File: src/mltr_cfg.svh
// offsets, field positions, reset value and sizes of the tuning register bank
`ifndef MLTR_CFG_SVH
`define MLTR_CFG_SVH

// register indices; the byte address on the bus is four times the index
`define MLTR_IDX_CURRENT_GAIN    8'h8c
`define MLTR_IDX_SPEED_GAIN      8'h8e
`define MLTR_IDX_PROFILE_FIRST   8'h94
`define MLTR_REG_COUNT           3

`define MLTR_RESET_VALUE         32'h0000_0000

// current_gain_cfg fields
`define MLTR_PARITY_BIT          31
`define MLTR_BEMF_MSB            30
`define MLTR_BEMF_LSB            23
`define MLTR_CUR_KP_MSB          22
`define MLTR_CUR_KP_LSB          13
`define MLTR_CUR_KI_MSB          12
`define MLTR_CUR_KI_LSB          3
`define MLTR_SPD_KP_HI_MSB       2
`define MLTR_SPD_KP_HI_LSB       0

// speed_gain_limit_cfg fields
`define MLTR_SPD_KP_LO_MSB       30
`define MLTR_SPD_KP_LO_LSB       24
`define MLTR_SPD_KI_MSB          23
`define MLTR_SPD_KI_LSB          14
`define MLTR_MAX_SPEED_MSB       13
`define MLTR_MAX_SPEED_LSB       0

// profile_duty_cfg_first fields
`define MLTR_PROF_MODE_MSB       30
`define MLTR_PROF_MODE_LSB       29
`define MLTR_DUTY_ON_MSB         28
`define MLTR_DUTY_ON_LSB         21
`define MLTR_DUTY_OFF_MSB        20
`define MLTR_DUTY_OFF_LSB        13
`define MLTR_DUTY_CLAMP_MSB      12
`define MLTR_DUTY_CLAMP_LSB      5
`define MLTR_DUTY_A_HI_MSB       4
`define MLTR_DUTY_A_HI_LSB       0

// gain code layout: low 8 bits mantissa, upper 2 bits decade exponent
`define MLTR_GAIN_MANT_MSB       7
`define MLTR_GAIN_EXP_MSB        9
`define MLTR_GAIN_EXP_LSB        8
`define MLTR_GAIN_COUNT          4

`endif

File: src/mltr_pkg.sv
// types shared by the tuning register bank and its gain splitter
package mltr_pkg;

    typedef enum logic [1:0] {
        MLTR_PROF_EQUATION,
        MLTR_PROF_LINEAR,
        MLTR_PROF_STAIRCASE,
        MLTR_PROF_FWD_REV
    } mltr_profile_mode_type;

    typedef struct packed {
        logic [7:0] mantissa;
        logic [1:0] exponent;
        logic       zero;
    } mltr_gain_type;

    typedef struct packed {
        logic [7:0]  back_emf_constant_code;
        logic [9:0]  current_prop_gain;
        logic [9:0]  current_integ_gain;
        logic [9:0]  speed_prop_gain;
        logic [9:0]  speed_integ_gain;
        logic [13:0] max_speed_code;
    } mltr_loop_cfg_type;

    typedef struct packed {
        mltr_profile_mode_type mode;
        logic [7:0]            turn_on_duty_threshold;
        logic [7:0]            turn_off_duty_threshold;
        logic [7:0]            clamp_duty_threshold;
        logic [4:0]            duty_a_upper;
    } mltr_profile_cfg_type;

endpackage

File: src/mltr_gain_split.sv
// splits a 10-bit gain code into mantissa, decade exponent and zero flag
`timescale 1ns/100ps
`include "mltr_cfg.svh"

module mltr_gain_split
    import mltr_pkg::*;
(
    input  wire logic [9:0]    gain_code,
    output mltr_gain_type      gain
);

    // value = scale * mantissa / 10**exponent; scale is fixed per gain
    assign gain.mantissa = gain_code[`MLTR_GAIN_MANT_MSB:0];
    assign gain.exponent = gain_code[`MLTR_GAIN_EXP_MSB:`MLTR_GAIN_EXP_LSB];
    assign gain.zero     = (gain_code == 10'h000);

endmodule

File: src/mltr_tuning_regs.sv
// closed-loop tuning and first reference-profile registers behind APB
//
// Summary of operation
// RL1: every register resets to all zeros
// RL2: back-EMF constant code in bits 30..23
// RL3: current proportional gain in bits 22..13
// RL4: current integral gain in bits 12..3
// RL5: zero current gain field selects auto calculation
// RL6: speed proportional gain split across two registers
// RL7: speed proportional gain is mantissa over decade
// RL8: speed integral gain in bits 23..14
// RL9: maximum speed code in bits 13..0
// RL10: profile register holds mode and duty thresholds
// RL11: two-bit profile selector picks one of four
// RL12: duty thresholds are eight-bit fractions of 256
// RL13: reads return last written value, no side effects
`timescale 1ns/100ps
`include "mltr_cfg.svh"

module mltr_tuning_regs
    import mltr_pkg::*;
#(
    parameter int ADDR_WIDTH = 12
)
(
    input  wire logic                    pclk,
    input  wire logic                    presetn,
    input  wire logic                    psel,
    input  wire logic                    penable,
    input  wire logic                    pwrite,
    input  wire logic [ADDR_WIDTH-1:0]   paddr,
    input  wire logic [31:0]             pwdata,
    input  wire logic [3:0]              pstrb,
    output logic      [31:0]             prdata,
    output logic                         pready,
    output logic                         pslverr,
    output mltr_loop_cfg_type            loop_cfg,
    output mltr_profile_cfg_type         profile_cfg,
    output mltr_gain_type [`MLTR_GAIN_COUNT-1:0] gain_decoded,
    output logic                         current_gain_auto,
    output logic                         parity_bits [`MLTR_REG_COUNT]
);

    localparam int REG_COUNT = `MLTR_REG_COUNT;

    // the highest byte address is four times the largest index
    if (ADDR_WIDTH < 10 || ADDR_WIDTH > 32) begin : g_addr_check
        $error("ADDR_WIDTH must lie between 10 and 32");
    end

    // byte address of a register index, at the bus width
    function automatic logic [ADDR_WIDTH-1:0] byte_addr(input logic [7:0] idx);
        byte_addr = ADDR_WIDTH'({idx, 2'b00});
    endfunction

    // one-hot register select from an address; all zero when unmapped
    function automatic logic [REG_COUNT-1:0] reg_select(
        input logic [ADDR_WIDTH-1:0] addr
    );
        reg_select[0] = (addr == byte_addr(`MLTR_IDX_CURRENT_GAIN));
        reg_select[1] = (addr == byte_addr(`MLTR_IDX_SPEED_GAIN));
        reg_select[2] = (addr == byte_addr(`MLTR_IDX_PROFILE_FIRST));
    endfunction

    // merge write data into a register under the byte strobes
    function automatic logic [31:0] merge_lanes(
        input logic [31:0] old_value,
        input logic [31:0] new_value,
        input logic [3:0]  lanes
    );
        for (int b = 0; b < 4; b++) begin
            merge_lanes[b*8 +: 8] = lanes[b] ? new_value[b*8 +: 8]
                                             : old_value[b*8 +: 8];
        end
    endfunction

    // ------------------------------------------------------------------
    // bus slave
    // ------------------------------------------------------------------
    logic [31:0]          cfg_reg [REG_COUNT];
    logic [31:0]          cfg_next [REG_COUNT];
    logic [31:0]          prdata_reg;
    logic [31:0]          prdata_next;
    logic                 pready_reg;
    logic                 pslverr_reg;
    logic                 pslverr_next;
    logic [REG_COUNT-1:0] addr_sel;
    logic                 setup_phase;
    logic                 write_fire;
    logic                 addr_mapped;

    assign addr_sel    = reg_select(paddr);
    assign addr_mapped = |addr_sel;
    assign setup_phase = psel && !penable;
    // writes land only on the access edge that the slave completes
    assign write_fire  = psel && penable && pwrite && pready_reg;

    // read data is picked in the setup cycle so pready can be a flop;
    // reading has no effect on any register
    assign prdata_next  = addr_sel[0] ? cfg_reg[0] :        // RL13
                          addr_sel[1] ? cfg_reg[1] :
                          addr_sel[2] ? cfg_reg[2] : `MLTR_RESET_VALUE;
    assign pslverr_next = setup_phase && !addr_mapped;

    always_ff @(posedge pclk or negedge presetn) begin
        if (!presetn) begin
            pready_reg  <= 1'b0;
            pslverr_reg <= 1'b0;
            prdata_reg  <= `MLTR_RESET_VALUE;
        end else begin
            // one wait-free access phase follows every setup cycle
            pready_reg  <= setup_phase;
            pslverr_reg <= pslverr_next;
            if (setup_phase && !pwrite) begin
                prdata_reg <= prdata_next;
            end
        end
    end

    assign prdata  = prdata_reg;
    assign pready  = pready_reg;
    assign pslverr = pslverr_reg;

    // ------------------------------------------------------------------
    // storage; all 32 bits of each word read back as written
    // ------------------------------------------------------------------
    for (genvar r = 0; r < REG_COUNT; r++) begin : g_cfg
        assign cfg_next[r] = (write_fire && addr_sel[r])
                           ? merge_lanes(cfg_reg[r], pwdata, pstrb)  // RL13
                           : cfg_reg[r];

        always_ff @(posedge pclk or negedge presetn) begin
            if (!presetn) begin
                cfg_reg[r] <= `MLTR_RESET_VALUE;                     // RL1
            end else begin
                cfg_reg[r] <= cfg_next[r];
            end
        end

        // parity bit is stored only; its checking lives elsewhere
        assign parity_bits[r] = cfg_reg[r][`MLTR_PARITY_BIT];
    end

    // ------------------------------------------------------------------
    // field views for the control algorithm
    // ------------------------------------------------------------------
    assign loop_cfg.back_emf_constant_code =
        cfg_reg[0][`MLTR_BEMF_MSB:`MLTR_BEMF_LSB];                     // RL2
    assign loop_cfg.current_prop_gain =
        cfg_reg[0][`MLTR_CUR_KP_MSB:`MLTR_CUR_KP_LSB];                 // RL3
    assign loop_cfg.current_integ_gain =
        cfg_reg[0][`MLTR_CUR_KI_MSB:`MLTR_CUR_KI_LSB];                 // RL4
    assign loop_cfg.speed_prop_gain = {
        cfg_reg[0][`MLTR_SPD_KP_HI_MSB:`MLTR_SPD_KP_HI_LSB],
        cfg_reg[1][`MLTR_SPD_KP_LO_MSB:`MLTR_SPD_KP_LO_LSB]};          // RL6
    assign loop_cfg.speed_integ_gain =
        cfg_reg[1][`MLTR_SPD_KI_MSB:`MLTR_SPD_KI_LSB];                 // RL8
    assign loop_cfg.max_speed_code =
        cfg_reg[1][`MLTR_MAX_SPEED_MSB:`MLTR_MAX_SPEED_LSB];           // RL9

    // all four selector codes are legal, so the cast needs no check
    assign profile_cfg.mode = mltr_profile_mode_type'(
        cfg_reg[2][`MLTR_PROF_MODE_MSB:`MLTR_PROF_MODE_LSB]);          // RL11
    assign profile_cfg.turn_on_duty_threshold =
        cfg_reg[2][`MLTR_DUTY_ON_MSB:`MLTR_DUTY_ON_LSB];               // RL12
    assign profile_cfg.turn_off_duty_threshold =
        cfg_reg[2][`MLTR_DUTY_OFF_MSB:`MLTR_DUTY_OFF_LSB];             // RL12
    assign profile_cfg.clamp_duty_threshold =
        cfg_reg[2][`MLTR_DUTY_CLAMP_MSB:`MLTR_DUTY_CLAMP_LSB];         // RL12
    assign profile_cfg.duty_a_upper =
        cfg_reg[2][`MLTR_DUTY_A_HI_MSB:`MLTR_DUTY_A_HI_LSB];           // RL10

    // ------------------------------------------------------------------
    // gain decoding, registered so the outputs stay glitch free;
    // this costs one cycle of lag behind the stored word
    // ------------------------------------------------------------------
    logic [9:0]    gain_code [`MLTR_GAIN_COUNT];
    mltr_gain_type gain_split [`MLTR_GAIN_COUNT];
    mltr_gain_type gain_reg [`MLTR_GAIN_COUNT];
    logic          auto_next;
    logic          auto_reg;

    assign gain_code[0] = loop_cfg.current_prop_gain;
    assign gain_code[1] = loop_cfg.current_integ_gain;
    assign gain_code[2] = loop_cfg.speed_prop_gain;
    assign gain_code[3] = loop_cfg.speed_integ_gain;

    for (genvar g = 0; g < `MLTR_GAIN_COUNT; g++) begin : g_gain
        mltr_gain_split u_split (
            .gain_code (gain_code[g]),
            .gain      (gain_split[g])
        );

        always_ff @(posedge pclk or negedge presetn) begin
            if (!presetn) begin
                gain_reg[g] <= '0;
            end else begin
                gain_reg[g] <= gain_split[g];                 // RL7
            end
        end

        assign gain_decoded[g] = gain_reg[g];
    end

    // either current gain left at zero hands both to auto calculation
    assign auto_next = gain_split[0].zero || gain_split[1].zero;   // RL5

    always_ff @(posedge pclk or negedge presetn) begin
        if (!presetn) begin
            auto_reg <= 1'b0;
        end else begin
            auto_reg <= auto_next;
        end
    end

    assign current_gain_auto = auto_reg;

    logic full_write;
    assign full_write = write_fire && (pstrb == 4'hf);
endmodule

File: config.mk
export PLATFORM = sky130hd
export DESIGN_NAME = mltr_tuning_regs
export DESIGN_NICKNAME = d
export VERILOG_FILES = /design/src/mltr_pkg.sv /design/src/mltr_gain_split.sv /design/src/mltr_tuning_regs.sv
export VERILOG_INCLUDE_DIRS = /design/src
export SDC_FILE = /design/constraint.sdc
export NUM_CORES = 1
export LEC_CHECK = 0
export BUFFER_PORTS_ARGS = -buffer_cell sky130_fd_sc_hd__buf_2
export CORE_ASPECT_RATIO = 0.7
export CORE_MARGIN = 2
export CORE_UTILIZATION = 44
export CTS_BUF_LIST = sky130_fd_sc_hd__clkbuf_16
export DETAILED_ROUTE_END_ITERATION = 7
export PLACE_DENSITY_LB_ADDON = 0.05
export SYNTH_ARGS = -nofsm -noshare
export SYNTH_HDL_FRONTEND = slang
export SYNTH_SLANG_ARGS = --single-unit
File: constraint.sdc
create_clock -name pclk -period 1.65 [get_ports pclk]
set_input_delay 0.2475 -clock pclk [delete_from_list [all_inputs] [get_ports pclk]]
set_output_delay 0.2475 -clock pclk [all_outputs]
set_load 0.01 [all_outputs]
==> results.ini, run 1 <==
[yosys]
syn_nets = 525
synth_compound_area_frac = 0.0823
avgSynthCellArea_um2 = 14.8
syn_inst = 472
yosys.area_share.simple = 0.0783
synth-seq-cells = 175
synth-adder-area-share = 0
yosys_warnings = 0
synthMuxAreaShare = 0.155
synth_top_family_by_area = multiplexers
yosysSeqAreaShare = 0.629
ys_types = 29
netlist_area_mm2 = 0.00697
synth_xor_area_frac = 0

[die]
io_pins = 228
initial_core_util = 0.449
dieArea_mm2 = 0.0169
die_y_um = 109
die_w_um = 154
num_rows = 38
coreArea_mm2 = 0.0155

[setup_path]
critPathLaunch = pready
required_ns = 1.95
cp.arrival_ns = 1.90
cp-end-kind = register
cp_max_fo = 8
r2r_start = pready
start_kind = register
crit_type = register to register

[route]
drt_iter0_drc = 244
drcViolationCount = 0
detail_route.wl_per_cell_um = 20.5
drt_pass1_iterations = 4
drt-total-wl_um = 19000
vias = 4861
avgViaCountPerCell = 5.25
drtAntennaViolNets = 0

[global_route]
grt_pass1_wl_um = 28700
grt_pass1_vias = 4955
grtUsageTotal = 0.229
grt_max_degree = 48
antenna_found_initial = 0
gr-total-overflow = 0

[power_and_ir_drop]
irDropWorstVdd_v = 0.000595
leakagePower_nw = 4.97
powerDensity_mw_per_mm2 = 902

[placed_design]
io_buffer_count = 227
hpwl_um = 13700
gp_congestion = 0.870

[sta]
whs_ns = 0.0688
rsz0062_at_grt = no
finClkSkew_ns = 0.00996
fin_crit_sh = 0.965
drv_slew = 0
fin_crit_ns = 1.59
finalSetupViolCount = 0
fmax_ghz = 0.628
finalHoldViolations = 0
relSlewSlack = 0.689
tightest_slew_ns = 0.467

[clock_network]
cts_tree = done
insertion_delay_ns = 0.42
htree_levels = 4
root_buffer = clkbuf_16
clk_pin_slew_ns = 0.07
cts_buffers = 17
clockBufferDepth = 2
cts_sinks = 175

[final_layout]
area_growth_pct = 31.2
nets = 767
final_cell_mix = buf_2, dfrtp_1, mux2_2, buf_4
post-route-util = 0.590
drive_gt1_frac = 0.584
final_common_cell = buf_2
diodes = 0
fillCellCount = 1303
largest_register_ffs = 62

[job]
drv_cap = 0

[min_path]
hp-class = input port to register
hold_start = pwdata[30]

[run_status]
outcome = finished clean

kinds of logic after synthesis:
kind of cell,count (synthesis)
flops,175
compound gates,66
mux,96
buf+inv,57
simple gates,78
final timing paths:
| path | endpoint | slack [ns] | depth (start not counted) |
|---|---|---|---|
| hold / removal | profile_cfg[30] | 0.07 | 2 |
| setup reg to reg | parity_bits[0] | 0.06 | 5 |
| max in group asynchronous | loop_cfg[14] | 0.70 | 3 |
| setup / recovery | parity_bits[0] | 0.06 | 5 |
| min in group asynchronous | profile_cfg[30] | 0.31 | 2 |
| hold reg to reg | gain_decoded[9] | 0.43 | 0 |
cell usage after synthesis (all sizes together):
cell type  instances  area [um^2]
nand2b             1         6.26
a221o             32          320
nor4b              1         23.8
nand2              3         13.8
nor4               5         31.3
mux2              96         1080
o21a               1         7.51
or4                8         60.1
nand4              5         65.1
a22oi             32          240
nor3               2         21.3
nor2b              3         18.8
or2                1         6.26
nor2              44          255
clkbuf            14         52.6
dfrtp            175         4380
nor3b              2         15.0
buf               43          334
and3b              1         8.76
nand3b             1         11.3
and4               1         8.76
o21ai              1         5.00
power breakdown:
part / internal (W) / switching [W]
clock network: 0.00204 / 0.00161
logic: 0.000102 / 0.000204
registers: 0.00429 / 0.00000150
through the flow:
step           setup slack (ns)  std cells  total power, W  TNS, ns  cell area (um^2)
2_1_floorplan           -0.0901        472         0.00443    -6.05              6970
3_3_place_gp             -0.217        894         0.00467   -21.61              8560
3_5_place_dp             -0.229        894         0.00468   -23.50              8560
4_1_cts                 -0.0583        926         0.00835    -2.17              9110
5_1_grt                  0.0154        926         0.00856        0              9140
6_report                 0.0572        926         0.00825        0              9140
worst max-delay path, cell delays in order (launching register included):
cell	delay (ns)
dfrtp_1	0.34
and4_4	0.30
nand4_4	0.18
nor2_4	0.17
buf_12	0.14
mux2_2	0.34
layer usage:
layer	track usage	wire length, um	vias up	part of all wire
li1	-	-	2203	-
met1	0.325	8630	2442	0.45
met2	0.355	8760	207	0.46
met3	0.0608	1470	9	0.078
met4	0.0595	114	0	0.0060
met5	0	0	-	0
area by class of cell:
| cell class | count | area, um^2 | area share |
|---|---|---|---|
| tap | 200 | 250 | 0.0274 |
| clock inverter | 14 | 106 | 0.0116 |
| multi-input combinational | 240 | 2250 | 0.246 |
| timing repair buffer | 280 | 1730 | 0.189 |
| clock buffer | 17 | 425 | 0.0465 |
| sequential | 175 | 4380 | 0.479 |
what timing repair did:
item / 4_1_cts / 5_1_grt
endpoints found under the hold margin: 40 / 0
cloned: 0 / 0
setup endpoints to repair: 95 / 89
resized for setup: 2 / 4
hold buffers: 1 / 0
setup buffers: 0 / 0
pin swaps: 0 / 1
No activity file was read; power rests on OpenSTA's default activity.
==> run 2: changes to the inputs <==
--- a/config.mk
+++ b/config.mk
@@ -6,12 +6,12 @@
 export SDC_FILE = /design/constraint.sdc
 export NUM_CORES = 1
 export LEC_CHECK = 0
-export BUFFER_PORTS_ARGS = -buffer_cell sky130_fd_sc_hd__buf_2
 export CORE_ASPECT_RATIO = 0.7
 export CORE_MARGIN = 2
 export CORE_UTILIZATION = 44
 export CTS_BUF_LIST = sky130_fd_sc_hd__clkbuf_16
 export DETAILED_ROUTE_END_ITERATION = 7
+export DONT_BUFFER_PORTS = 1
 export PLACE_DENSITY_LB_ADDON = 0.05
 export SYNTH_ARGS = -nofsm -noshare
 export SYNTH_HDL_FRONTEND = slang
==> run 2 against run 1 <==
- the run now ends with hold timing left
- setup slack improved by 0.011 ns
- first-iteration DRC count down 0.82%
- highest routed layer unchanged
- die area unchanged
- hold slack lost 0.55 ns
- register-to-register slack is essentially flat
==> results.ini, run 2 (synthesis gave the netlist of run 1 again) <==
[run_status]
outcome = finished with violations
failed_checks = hold timing

[sta]
fin_crit_sh = 0.959  ; -0.00664
fmax_ghz = 0.632  ; +0.69%
relSlewSlack = 0.756  ; +0.0676
fin_crit_ns = 1.58  ; -0.0110 ns
finalHoldViolations = 175  ; +175
finClkSkew_ns = 0.00895  ; -0.00101 ns
drv_slew = 0  ; unchanged
finalSetupViolCount = 0  ; unchanged
tightest_slew_ns = 0.366  ; -0.101 ns
rsz0062_at_grt = no
finalSetupTns_ns = 0  ; unchanged
whs_ns = -0.478  ; -0.547 ns

[power_and_ir_drop]
p_int_w = 0.00660  ; +2.5%
pwr-share-comb = 0.022  ; -0.015
irDropWorstVdd_v = 0.000697  ; +17%
leakagePower_nw = 3.94  ; -21%
powerDensity_mw_per_mm2 = 1000  ; +11%
switching_share = 0.211  ; -0.00899
power.switching_w = 0.00177  ; -2.8%
p_seq_frac = 0.514  ; -0.007
p_clk_frac = 0.464  ; +0.022

[die]
dieArea_mm2 = 0.0169  ; unchanged
die_w_um = 154  ; unchanged
num_rows = 38  ; unchanged
die_y_um = 109  ; unchanged
io_pins = 228  ; unchanged
coreArea_mm2 = 0.0155  ; unchanged
initial_core_util = 0.449  ; unchanged

[clock_network]
cts_buffers = 17  ; unchanged
clockBufferDepth = 2  ; unchanged
htree_levels = 4  ; unchanged
clk_pin_slew_ns = 0.07  ; about the same
cts_sinks = 175  ; unchanged
insertion_delay_ns = 0.42  ; about the same
root_buffer = clkbuf_16
ctsHoldBuffers = 34  ; +33
cts_tree = done

[final_layout]
final_cell_mix = dfrtp_1, mux2_2, buf_4, dlygate4sd3_1
fin_cells = 732  ; -21%
diodes = 0  ; unchanged
nets = 573  ; -25%
largest_register_ffs = 62  ; unchanged
final_common_cell = dfrtp_1
area_growth_pct = 19.9
drive_gt1_frac = 0.376  ; -0.208
final_area_mm2 = 0.00835  ; -8.6%

[global_route]
gr-total-overflow = 0  ; unchanged
grt_max_degree = 176  ; +270%
grtUsageTotal = 0.224  ; -0.00554
grt_pass1_vias = 4440  ; -10%
antenna_found_initial = 0  ; unchanged
grt_pass1_wl_um = 27800  ; -3.4%

[placed_design]
hpwl_um = 12400  ; -9.5%
placed_cells = 667  ; -25%
io_buffer_count = 0  ; -100%
gp_congestion = 0.826  ; -5.0%
postPlaceCellArea_mm2 = 0.00741  ; -13%

[route]
drcViolationCount = 0  ; unchanged
vias = 4249  ; -13%
avgViaCountPerCell = 5.80  ; +11%
drtAntennaViolNets = 0  ; unchanged
drt_iter0_drc = 242  ; -0.82%
detail_route.wl_per_cell_um = 24.9  ; +22%
drt-total-wl_um = 18200  ; -3.9%
drt_pass1_iterations = 5  ; +1

[setup_path]
cp-end-kind = register
start_kind = register
cp_max_fo = 4  ; -4
required_ns = 1.96  ; about the same
crit_type = register to register
cp.arrival_ns = 1.89  ; about the same

[job]
drv_cap = 0  ; unchanged

[min_path]
hp-class = input port to async pin

-- run 2: changes by cell type in the layout (fill, tap and decap cells not counted) --
cell / delta
clkinv_4: -1
buf_6: -1
inv_1: -1
bufinv_16: +1
dlygate4sd3_1: +33
buf_2: -226
buf_12: -1
inv_6: +2
clkinv_1: -2
clkinvlp_4: +2
clkinv_2: -1
buf_4: +1
-- run 2: power groups by stage --
stage               Combinational (W)  Clock, W  Sequential (W)
floorplan                   0.0000484         0         0.00438
global placement            0.0000893         0         0.00438
detailed placement          0.0000893         0         0.00438
CTS                          0.000179   0.00401         0.00430
global route                 0.000193   0.00419         0.00429
finish                       0.000183   0.00388         0.00430
-- run 2: layer usage --
layer | track usage | part of all wire | up-vias
li1 | - | - | 1810
met1 | 0.295 | 0.44 | 2237
met2 | 0.336 | 0.45 | 180
met3 | 0.0894 | 0.091 | 22
met4 | 0.0840 | 0.020 | 0
met5 | 0 | 0 | -
-- run 2: repair_timing --
item / 4_1_cts / 5_1_grt
hold endpoints to repair: 273 / 175
endpoints found under the setup margin: 78 / 85
setup buffers: 0 / 0
resized for setup: 1 / 5
pin swaps: 0 / 2
-- run 2: final cells by class --
class,instances,area [um^2]
Clock buffer,17,425
Clock inverter,14,144
Fill cell,1279,7150
Multi-Input combinational cell,240,2250
Sequential cell,175,4380
Tap cell,200,250
Timing Repair Buffer,86,906
-- run 2: worst paths after layout --
kind	start	cells past startpoint	endpoint	slack [ns]
max	pready	5	parity_bits[0]	0.07
min	presetn	0	prdata[30]	-0.48
max reg2reg	pready	5	parity_bits[0]	0.07
min reg2reg	loop_cfg[50]	1	gain_decoded[9]	0.51
max in group asynchronous	presetn	0	loop_cfg[49]	1.90
min in group pclk	psel	2	pslverr	0.12
-- run 2: through the flow --
stage | setup slack, ns | util | power [W] | hold slack, ns
floorplan | -0.0901 | - | 0.00443 | -0.0481
global route | 0.00990 | 0.539 | 0.00867 | -0.515
detailed placement | -0.136 | 0.478 | 0.00447 | -0.0450
CTS | -0.0421 | 0.537 | 0.00849 | -0.510
global placement | -0.143 | 0.478 | 0.00447 | -0.0448
finish | 0.0682 | 0.539 | 0.00836 | -0.478
-- run 2: worst max-delay path: stages (launching register included) --
cell	delay [ns]
dfrtp_1	0.34
and4_4	0.30
nand4_4	0.18
nor2_4	0.17
buf_4	0.16
mux2_2	0.33
==> run 3: changes to the inputs <==
--- a/config.mk
+++ b/config.mk
@@ -9,7 +9,7 @@
 export CORE_ASPECT_RATIO = 0.7
 export CORE_MARGIN = 2
 export CORE_UTILIZATION = 44
-export CTS_BUF_LIST = sky130_fd_sc_hd__clkbuf_16
+export CTS_BUF_LIST = sky130_fd_sc_hd__clkbuf_2 sky130_fd_sc_hd__clkbuf_4 sky130_fd_sc_hd__clkbuf_8
 export DETAILED_ROUTE_END_ITERATION = 7
 export DONT_BUFFER_PORTS = 1
 export PLACE_DENSITY_LB_ADDON = 0.05
==> run 3 against run 2 <==
- clock skew grew 0.0029 ns
- clock power shrank 24%
- die area is the same
- register-to-register slack is essentially flat
- count of clock-buffer cells in the layout grew 3
- critical path depth is the same
- the run still ends with hold timing left
- critical endpoint unchanged
- critical path type unchanged
==> results.ini, run 3 (synthesis gave the netlist of run 1 again) <==
[run_status]
outcome = finished with violations
failed_checks = hold timing

[route]
drtAntennaViolNets = 0  ; unchanged
detail_route.wl_per_cell_um = 24.8  ; -0.64%
drt_pass1_iterations = 7  ; +2
drt-total-wl_um = 18100  ; -0.64%
drt_iter0_drc = 225  ; -7.0%
avgViaCountPerCell = 5.86  ; +1.0%
vias = 4293  ; +1.0%
drcViolationCount = 0  ; unchanged

[global_route]
grt_pass1_wl_um = 27600  ; -0.62%
grt_pass1_vias = 4446  ; +0.14%
antenna_found_initial = 0  ; unchanged
gr-total-overflow = 0  ; unchanged
grt_max_degree = 176  ; unchanged
grtUsageTotal = 0.222  ; -0.00158

[power_and_ir_drop]
irDropWorstVdd_v = 0.000639  ; -8.3%
leakagePower_nw = 3.85  ; -2.3%
powerDensity_mw_per_mm2 = 909  ; -9.2%
power_w = 0.00743  ; -11%

[die]
coreArea_mm2 = 0.0155  ; unchanged
initial_core_util = 0.449  ; unchanged
num_rows = 38  ; unchanged
dieArea_mm2 = 0.0169  ; unchanged
die_w_um = 154  ; unchanged
die_y_um = 109  ; unchanged
io_pins = 228  ; unchanged

[sta]
fin_crit_sh = 0.951  ; -0.00720
relSlewSlack = 0.751  ; -0.00563
finalHoldViolations = 175  ; unchanged
fmax_ghz = 0.637  ; +0.76%
tightest_slew_ns = 0.374  ; +0.00845 ns
drv_slew = 0  ; unchanged
finalSetupViolCount = 0  ; unchanged
finalSetupTns_ns = 0  ; unchanged
finClkSkew_ns = 0.0118  ; +0.00289 ns
rsz0062_at_grt = no
fin_crit_ns = 1.57  ; -0.0119 ns
whs_ns = -0.528  ; -0.0497 ns

[setup_path]
cp_max_fo = 4  ; unchanged
required_ns = 2.00  ; +0.04 ns
crit_family = simple AND/OR/NAND/NOR gates
r2r_start = pready
crit_buf_inv = 1  ; unchanged
cp-end-kind = register
critPathMaxStageDelay_ns = 0.35  ; about the same
r2r_end = parity_bits[0]
cp.arrival_ns = 1.92  ; +0.03 ns
crit_type = register to register
cpMaxStageDelayCell = dfrtp_1
r2r_cells = 5  ; unchanged
regToRegSetupSlack_ns = 0.08  ; about the same
cp_cell_sequence = and4_4 -> nand4_4 -> nor2_4 -> buf_4 -> mux2_2
start_kind = register

[clock_network]
htree_levels = 4  ; unchanged
clockBufferDepth = 2  ; unchanged
ctsHoldBuffers = 34  ; unchanged
cts_buffers = 17  ; unchanged
insertion_delay_ns = 0.46  ; +0.04 ns
root_buffer = clkbuf_8
cts_setup_buffers = 0  ; unchanged
cts_sinks = 175  ; unchanged
cts_tree = done
clk_pin_slew_ns = 0.10  ; +0.03 ns

[final_layout]
final_common_cell = dfrtp_1
fin_cells = 732  ; unchanged
diodes = 0  ; unchanged
largest_register_ffs = 62  ; unchanged
area_growth_pct = 17.4
drive_gt1_frac = 0.382  ; +0.00564
final_cell_mix = dfrtp_1, mux2_2, buf_4, dlygate4sd3_1
nets = 573  ; unchanged

[placed_design]
io_buffer_count = 0  ; unchanged
placed_cells = 667  ; unchanged
hpwl_um = 12400  ; unchanged
gp_congestion = 0.826  ; unchanged

[job]
drv_cap = 0  ; unchanged

[min_path]
hp-class = input port to async pin

## run 3: cell types whose count changed in the layout (fill, tap and decap cells not counted), sizes merged
cell    change
clkbuf      +3
inv         -3
## run 3: final cells by class
class / instances / area (um^2)
fillers: 1302 / 7330
clock inverters: 11 / 133
well taps: 200 / 250
repair buffers: 86 / 906
multi-input cells: 240 / 2250
clock buffers: 20 / 256
flip-flops and latches: 175 / 4380
## run 3: what timing repair did
action                                 CTS  global route
pin swaps                                0             2
setup endpoints to repair               79            87
resized for setup                        1             5
cloned                                   0             0
endpoints found under the hold margin  273           175
## run 3: layer usage
metal	GRT usage	vias to the layer above	part of all wire
met5	0	-	0
met4	0.0860	0	0.021
met3	0.0851	28	0.093
met2	0.332	201	0.45
met1	0.295	2258	0.44
li1	-	1806	-
## run 3: worst max-delay path by stage
stage / cells past startpoint / from / endpoint
2_1_floorplan: 4 / paddr[7] / loop_cfg[0]
3_3_place_gp: 6 / paddr[2] / profile_cfg[27]
3_5_place_dp: 6 / paddr[2] / profile_cfg[27]
4_1_cts: 5 / pready / profile_cfg[23]
5_1_grt: 5 / pready / profile_cfg[27]
6_report: 5 / pready / parity_bits[0]
## run 3: metrics by stage
step	worst slack [ns]	utilization	cell area, um^2	hold slack [ns]
floorplan	-0.0901	-	6970	-0.0481
global placement	-0.143	0.478	7410	-0.0448
detailed placement	-0.136	0.478	7410	-0.0450
CTS	-0.0452	0.525	8140	-0.569
global route	0.0187	0.527	8170	-0.569
finish	0.0801	0.527	8170	-0.528
## run 3: where the power goes
part,internal [W],leakage (nW),switching (W),total (W)
Combinational,0.0000850,1.25,0.0000978,0.000183
Clock,0.00140,0.183,0.00155,0.00295
Sequential,0.00429,2.42,0.00000335,0.00429
Total,0.00577,3.85,0.00165,0.00743
